[src/verilog/uafilt_pkg.sv]
// Package of constants and types for the serial mode and address filter block
package uafilt_pkg;
    localparam logic [7:0] UAFILT_OFF_CONTROL = 8'h98;
    localparam logic [7:0] UAFILT_OFF_POWER = 8'h87;
    localparam logic [7:0] UAFILT_OFF_SLAVE_ADDRESS = 8'ha9;
    localparam logic [7:0] UAFILT_OFF_SMASK = 8'hb9;
    localparam logic [7:0] UAFILT_RST_CONTROL = 8'h00;
    localparam logic [7:0] UAFILT_RST_ADDR = 8'h00;
    localparam logic UAFILT_RST_BIT = 1'h0;
    // Control register bit positions
    localparam int UAFILT_B_MODE0_FE = 7;
    localparam int UAFILT_B_MODE1 = 6;
    localparam int UAFILT_B_FILTER = 5;
    localparam int UAFILT_B_RXEN = 4;
    localparam int UAFILT_B_TX9 = 3;
    localparam int UAFILT_B_RX9 = 2;
    localparam int UAFILT_B_TXDONE = 1;
    localparam int UAFILT_B_RXDONE = 0;
    // Power control register bit positions, then the frame buffer depth
    localparam int UAFILT_B_BAUD2 = 7;
    localparam int UAFILT_B_FESEL = 6;
    localparam int UAFILT_FIFO_DEPTH = 2;

    typedef enum logic [1:0] {
        UAFILT_MODE_SHIFT = 2'b00,
        UAFILT_MODE_UART8 = 2'b01,
        UAFILT_MODE_UART9_FIXED = 2'b10,
        UAFILT_MODE_UART9_VAR = 2'b11
    } uafilt_mode_t;
endpackage

[src/verilog/uafilt_fifo.sv]
// Small buffer with valid and ready on both sides for received frames
`timescale 1ns/1ps
module uafilt_fifo #(
    parameter int W = 10,
    parameter int DEPTH = 2,
    parameter int AW = 1
) (
    // Clock and reset
    input wire logic ref_clk,
    input wire logic rst,
    // Filling side
    input wire logic in_valid,
    input wire logic [W-1:0] in_data,
    output logic in_ready,
    // Draining side
    output logic out_valid,
    output logic [W-1:0] out_data,
    input wire logic out_ready
);
    logic [W-1:0] mem [DEPTH];
    logic [AW-1:0] wptr;
    logic [AW-1:0] rptr;
    logic [AW:0] count;
    logic [AW:0] next_count;
    logic push;
    logic pop;

    assign push = in_valid && in_ready;
    assign pop = out_valid && out_ready;
    assign out_data = mem[rptr];

    always_comb begin
        next_count = count;
        if (push && !pop) begin
            next_count = count + (AW+1)'(1);
        end else if (pop && !push) begin
            next_count = count - (AW+1)'(1);
        end
    end

    always_ff @(posedge ref_clk) begin
        if (push) begin
            mem[wptr] <= in_data;
        end
    end

    always_ff @(posedge ref_clk or posedge rst) begin
        if (rst) begin
            wptr <= '0;
            rptr <= '0;
            count <= '0;
            in_ready <= 1'b0;
            out_valid <= 1'b0;
        end else begin
            if (push) begin
                wptr <= (wptr == AW'(DEPTH - 1)) ? '0 : wptr + AW'(1);
            end
            if (pop) begin
                rptr <= (rptr == AW'(DEPTH - 1)) ? '0 : rptr + AW'(1);
            end
            count <= next_count;
            // Flags are registered so both ready and valid come from flip-flops
            in_ready <= next_count != (AW+1)'(DEPTH);
            out_valid <= next_count != '0;
        end
    end
endmodule

[src/verilog/uafilt_top.sv]
// Serial port mode control, frame error flag and multiprocessor address filter
//
// Chosen here: the address-and-strobe port.
`timescale 1ns/1ps
module uafilt_top
    import uafilt_pkg::*;
(
    // Clock and reset
    input wire logic ref_clk,
    input wire logic rst,
    // Register port
    input wire logic [7:0] reg_addr,
    input wire logic [7:0] reg_wdata,
    input wire logic reg_wr,
    input wire logic reg_rd,
    output logic [7:0] reg_rdata,
    // Received frames from the shift engine
    input wire logic rx_valid,
    input wire logic [7:0] rx_data,
    input wire logic rx_ninth,
    input wire logic rx_stop_ok,
    output logic rx_ready,
    // Transmit completion from the shift engine
    input wire logic tx_done,
    // Accepted bytes towards the receive buffer
    output logic byte_valid,
    output logic [7:0] byte_data,
    input wire logic byte_ready,
    // Configuration towards the shift engine
    output logic [1:0] port_mode,
    output logic receive_enable,
    output logic transmit_ninth_bit,
    output logic baud_double
);
    logic port_mode_bit0;
    logic port_mode_bit1;
    logic multiproc_filter_enable;
    logic received_ninth_bit;
    logic transmit_done_flag;
    logic receive_done_flag;
    logic frame_error_flag;
    logic frame_error_select;
    logic [7:0] slave_address;
    logic [7:0] slave_address_mask;

    logic f_valid;
    logic [7:0] f_data;
    logic f_ninth;
    logic f_stop_ok;
    logic f_pop;
    logic given_hit;
    logic bcast_hit;
    logic addr_hit;
    logic accept;
    logic fe_set;
    logic wr_ctl;
    logic wr_pwr;
    logic [7:0] ctl_read;
    uafilt_mode_t mode;

    uafilt_fifo #(
        .W(10),
        .DEPTH(UAFILT_FIFO_DEPTH),
        .AW(1)
    ) u_fifo (
        .ref_clk(ref_clk),
        .rst(rst),
        .in_valid(rx_valid),
        .in_data({rx_stop_ok, rx_ninth, rx_data}),
        .in_ready(rx_ready),
        .out_valid(f_valid),
        .out_data({f_stop_ok, f_ninth, f_data}),
        .out_ready(f_pop)
    );

    assign mode = uafilt_mode_t'({port_mode_bit0, port_mode_bit1});
    assign wr_ctl = reg_wr && (reg_addr == UAFILT_OFF_CONTROL);
    assign wr_pwr = reg_wr && (reg_addr == UAFILT_OFF_POWER);

    // A held output byte stalls the buffer, which in turn stalls the engine
    assign f_pop = f_valid && (!byte_valid || byte_ready);

    assign given_hit = ((f_data ^ slave_address) & slave_address_mask) == 8'h00;
    assign bcast_hit = (~f_data & (slave_address | slave_address_mask)) == 8'h00;
    assign addr_hit = given_hit || bcast_hit;

    always_comb begin
        accept = 1'b0;
        if (f_pop && receive_enable) begin
            case (mode)
                UAFILT_MODE_SHIFT: begin
                    accept = 1'b1;
                end
                UAFILT_MODE_UART8: begin
                    accept = !multiproc_filter_enable || (f_stop_ok && addr_hit);
                end
                default: begin
                    accept = !multiproc_filter_enable || (f_ninth && addr_hit);
                end
            endcase
        end
    end

    // Shift register mode has no stop bit to judge
    assign fe_set = f_pop && (mode != UAFILT_MODE_SHIFT) && !f_stop_ok;

    always_ff @(posedge ref_clk or posedge rst) begin
        if (rst) begin
            port_mode_bit0 <= UAFILT_RST_BIT;
            port_mode_bit1 <= UAFILT_RST_BIT;
            multiproc_filter_enable <= UAFILT_RST_BIT;
            receive_enable <= UAFILT_RST_BIT;
            transmit_ninth_bit <= UAFILT_RST_BIT;
        end else if (wr_ctl) begin
            if (!frame_error_select) begin
                port_mode_bit0 <= reg_wdata[UAFILT_B_MODE0_FE];
            end
            port_mode_bit1 <= reg_wdata[UAFILT_B_MODE1];
            multiproc_filter_enable <= reg_wdata[UAFILT_B_FILTER];
            receive_enable <= reg_wdata[UAFILT_B_RXEN];
            transmit_ninth_bit <= reg_wdata[UAFILT_B_TX9];
        end
    end

    always_ff @(posedge ref_clk or posedge rst) begin
        if (rst) begin
            frame_error_flag <= UAFILT_RST_BIT;
        end else if (fe_set) begin
            frame_error_flag <= 1'b1;
        end else if (wr_ctl && frame_error_select) begin
            frame_error_flag <= reg_wdata[UAFILT_B_MODE0_FE];
        end
    end

    // Hardware sets of the done flags win over a software write in the same cycle
    always_ff @(posedge ref_clk or posedge rst) begin
        if (rst) begin
            receive_done_flag <= UAFILT_RST_BIT;
            transmit_done_flag <= UAFILT_RST_BIT;
            received_ninth_bit <= UAFILT_RST_BIT;
        end else begin
            if (accept) begin
                receive_done_flag <= 1'b1;
            end else if (wr_ctl) begin
                receive_done_flag <= reg_wdata[UAFILT_B_RXDONE];
            end
            if (tx_done) begin
                transmit_done_flag <= 1'b1;
            end else if (wr_ctl) begin
                transmit_done_flag <= reg_wdata[UAFILT_B_TXDONE];
            end
            // In 8-bit mode the stored ninth bit is the stop bit
            if (accept && mode != UAFILT_MODE_SHIFT) begin
                received_ninth_bit <= (mode == UAFILT_MODE_UART8) ? f_stop_ok : f_ninth;
            end else if (wr_ctl) begin
                received_ninth_bit <= reg_wdata[UAFILT_B_RX9];
            end
        end
    end

    always_ff @(posedge ref_clk or posedge rst) begin
        if (rst) begin
            frame_error_select <= UAFILT_RST_BIT;
            baud_double <= UAFILT_RST_BIT;
            slave_address <= UAFILT_RST_ADDR;
            slave_address_mask <= UAFILT_RST_ADDR;
        end else begin
            if (wr_pwr) begin
                frame_error_select <= reg_wdata[UAFILT_B_FESEL];
                baud_double <= reg_wdata[UAFILT_B_BAUD2];
            end
            if (reg_wr && reg_addr == UAFILT_OFF_SLAVE_ADDRESS) begin
                slave_address <= reg_wdata;
            end
            if (reg_wr && reg_addr == UAFILT_OFF_SMASK) begin
                slave_address_mask <= reg_wdata;
            end
        end
    end

    always_ff @(posedge ref_clk or posedge rst) begin
        if (rst) begin
            byte_valid <= 1'b0;
            byte_data <= 8'h00;
        end else begin
            if (accept) begin
                byte_valid <= 1'b1;
                byte_data <= f_data;
            end else if (byte_ready) begin
                byte_valid <= 1'b0;
            end
        end
    end

    always_ff @(posedge ref_clk or posedge rst) begin
        if (rst) begin
            port_mode <= UAFILT_MODE_SHIFT;
        end else begin
            port_mode <= {(wr_ctl && !frame_error_select) ? reg_wdata[UAFILT_B_MODE0_FE]
                          : port_mode_bit0, wr_ctl ? reg_wdata[UAFILT_B_MODE1] : port_mode_bit1};
        end
    end

    always_comb begin
        ctl_read = {frame_error_select ? frame_error_flag : port_mode_bit0,
                    port_mode_bit1, multiproc_filter_enable, receive_enable,
                    transmit_ninth_bit, received_ninth_bit, transmit_done_flag,
                    receive_done_flag};
    end

    // Unmapped addresses read as zero
    always_ff @(posedge ref_clk or posedge rst) begin
        if (rst) begin
            reg_rdata <= 8'h00;
        end else if (reg_rd) begin
            case (reg_addr)
                UAFILT_OFF_CONTROL: reg_rdata <= ctl_read;
                UAFILT_OFF_POWER: reg_rdata <= {baud_double, frame_error_select, 6'h00};
                UAFILT_OFF_SLAVE_ADDRESS: reg_rdata <= slave_address;
                UAFILT_OFF_SMASK: reg_rdata <= slave_address_mask;
                default: reg_rdata <= 8'h00;
            endcase
        end else begin
            reg_rdata <= 8'h00;
        end
    end
endmodule
[config.mk]
export PLATFORM = sky130hd
export DESIGN_NAME = uafilt_top
export DESIGN_NICKNAME = d
export VERILOG_FILES = /design/src/verilog/uafilt_pkg.sv /design/src/verilog/uafilt_fifo.sv /design/src/verilog/uafilt_top.sv
export SDC_FILE = /design/constraint.sdc
export NUM_CORES = 1
export LEC_CHECK = 0
export BUFFER_PORTS_ARGS = -buffer_cell sky130_fd_sc_hd__buf_4
export CAP_MARGIN = 0
export CORE_MARGIN = 10
export CORE_UTILIZATION = 30
export DETAILED_ROUTE_END_ITERATION = 10
export SYNTH_ARGS = -nofsm -noshare
export SYNTH_HDL_FRONTEND = slang
export SYNTH_SLANG_ARGS = --single-unit
[constraint.sdc]
create_clock -name ref_clk -period 4.8 [get_ports ref_clk]
set_input_delay 0.24 -clock ref_clk [delete_from_list [all_inputs] [get_ports ref_clk]]
set_output_delay 0.24 -clock ref_clk [all_outputs]
set_load 0.01 [all_outputs]
==> impl_results.md <==
- DP Area: 3628 um2
- Share of the synthesized area in the top cell type: 41.35%
- Final ANT Viol Nets: 0
- Startpoint types: register
- Initial antenna violation count: 0
- Post-synthesis mux area share: 17.63%
- Max IR drop VDD: 0.1519 mV
- DIE HEIGHT: 121.4 um
- Main combinational cell family by area after synthesis: multiplexers
- Sw frac: 29.65%
- P_sw: 489.0 uW
- Pwr per Cell Area: 431.8 nW/um2
- Most frequent cells in the layout: buf_4, dfrtp_1, mux2_2
- Slew headroom: 27.96%
- Syn nets: 265
- # IOs: 56
- CTS tree: yes
- Crit path max fanout: 11
- Top cells by area, synth: dfrtp_1, edfxtp_1, mux2_2, mux2i_1, nand2_1
- Post-CTS Setup Bufs: 0
- Share of total power in combinational logic: 22.9%
- Worst setup path class: reg -> reg
- Fin Clk Skew: 8.670 ps
- GPL Wtd Cong: 0.8346
- Share of layout cells above drive strength 1: 38.85%
- Simple-Gate Fraction of Synth Area: 10.74%
- Layout net count: 324
- CP Data Required Time: 5030 ps
- Cell Int Power: 1.160 mW
- Final setup violation count: 0
- Final Hold Fails: 0
- RSZ-0062 raised after global routing: false
- Post-DP HPWL: 5456 um
- Via count of the first global-routing pass: 2224
- Register share of total power: 49.7%
- Synthesized area: 3087 um2
- Residual DRC: 0
- Max Clk Rate: 389.4 MHz
- Clock Tree Buf Depth: 2
- Ant. Diodes: 0
- Worst EP arrival: 2800 ps
- Vias: 2047
- Tcrit/Tclk final: 53.51%
- Final wirelength: 7184 um
- WL/cell: 16.75 um
- Final min period: 2568 ps
- CTS sink cnt: 71
- Resized cells post-CTS: 0
- Pins Over Slew Limit: 0
- Leading cell type in the layout, fill and taps excluded: buf_4
- Root Buffer: clkbuf_8
- Adder-cell share of the synthesized area: 0%
- Leak: 1.679 nW
- Complex-gate fraction of the synthesized area: 7.377%
- Synth Register Bits: 71
- Final Instance Area: 3820 um2
- Reg clk slew, reported paths: 80 ps
- Die Footprint: 14750 um2
- Hold_buf cts: 0
- Clk_lat worst skew: 340 ps
- XOR/XNOR Fraction of Synth Area: 1.986%
- Drt via density: 4.772
- Leading area contributor after synthesis: dfrtp_1
- GRT Overall Usage: 9.966%
- CTS H-Tree Depth: 3
- Worst setup EP type: register
- Core Rows: 36
- Setup_tns: 0 ps
- Largest net degree at the start of global routing: 52
- Part of the power in the clock network: 27.4%
- P&R area growth vs syn: 23.75%
- Overflow after GRT: 0
- DR iter-0 viols: 117
- Cts bufs inserted: 9
- Initial Utilization: 31.15%
- Die X: 121.4 um
- Maxcap violations: 0
- Yosys cell types: 34
- Min-Delay Path Class: in -> reg
- Worst slew pin tran: 1079 ps
- Number of port buffers: 55
- First-pass GRT wire length: 11430 um
- Mapped Cells: 232
- Drt pass-1 iters: 5
- Ys Warns: 0
- Syn_area_per_cell: 13.30 um2
- Seq/Total Area, Yosys: 60.80%
- Status: finished, final reports clean
- Core Area: 9910 um2
==> registers in the layout, indices dropped and copies added (netlist names), 2 cells and up <==
signal	count
slave_address_mask	8
reg_rdata	8
u_fifo.mem	20
byte_data	8
port_mode	2
slave_address	8
u_fifo.count	2
==> kinds of logic (layout without fill, tap and decap cells) <==
logic type                after synthesis  in the layout
xor gates and xnor gates                7              7
AOI/OAI and AO/OA                      27             27
buffers and inverters                   9             73
DFF                                    71             71
muxes                                  49             49
and+or+nand+nor                        69             69
==> path summary, 6_finish.rpt <==
kind	end	from	slack, ps	cells after the start
min reg2reg	u_fifo.count[1]$_DFF_PP0_	u_fifo.count[1]$_DFF_PP0_	470	1
max	byte_data[3]$_DFFE_PP0P_	u_fifo.rptr$_DFFE_PP0P_	2230	6
max reg2reg	byte_data[3]$_DFFE_PP0P_	u_fifo.rptr$_DFFE_PP0P_	2230	6
min	u_fifo.mem[1][3]$_DFFE_PP_	rx_data[3]	80	1
max in group asynchronous	reg_rdata[6]$_DFF_PP0_	rst	3960	2
min in group asynchronous	port_mode[1]$_DFF_PP0_	rst	170	2
==> through the flow <==
stage	hold WS (ps)	utilization [%]	setup WS (ps)	cells	total power [mW]
after floorplan	338.9	-	2618	232	1.070
after global placement	426.5	36.62	2256	413	1.214
after detailed placement	428.0	36.62	2222	413	1.224
after CTS	54.10	38.55	2212	429	1.678
after global routing	53.83	38.55	1980	429	1.744
final	76.27	38.55	2232	429	1.649
==> synthesized netlist by cell type <==
master	number
nand4bb_1	1
a2111oi_0	1
nor2_1	20
inv_1	2
xor2_1	4
edfxtp_1	20
dfrtp_1	51
a2111oi_2	1
nor2b_1	1
and3_1	2
nand3_1	3
buf_4	1
xnor2_1	3
o22ai_1	5
nand3b_1	1
o2111ai_4	1
nor4_1	2
nor4b_1	1
a2111o_1	1
mux2_4	1
and4_1	2
nand2_1	24
clkbuf_1	5
o21ai_0	3
a22oi_1	4
mux2i_1	9
a21oi_1	3
mux2_2	39
buf_6	1
o31ai_1	2
nand2b_1	8
and2_1	3
a222oi_1	6
or2_2	1
==> power by group through the flow <==
stage	Combinational [mW]	Sequential (mW)	Clock, mW
after CTS	0.389	0.823	0.466
after global routing	0.419	0.835	0.490
final	0.378	0.820	0.451
after global placement	0.382	0.832	0
after detailed placement	0.389	0.835	0
after floorplan	0.253	0.816	0
==> critical path, stage by stage, from the launching register on <==
cell and delay (ps):
dfrtp_1 660, mux2_2 430, xor2_1 150, a2111oi_0 400, a2111o_1 260, o2111ai_4 230, mux2_2 340
==> cell type report <==
type | count | area, um2
clock buffer | 10 | 148.9
clock inverter | 6 | 42.54
multi-input combinational | 152 | 1165
inverter | 2 | 7.507
fill | 960 | 6090
tap | 133 | 166.4
sequential | 71 | 1877
timing repair buffer | 55 | 412.9
==> layer usage <==
metal	wire (um)	vias up	GRT usage (%)
li1	-	969	-
met1	3030	1022	11.77
met2	3718	46	16.17
met3	358	10	3.490
met4	76	0	4.024
met5	0	-	0
Note: power is estimated with default switching activity, not from simulation.
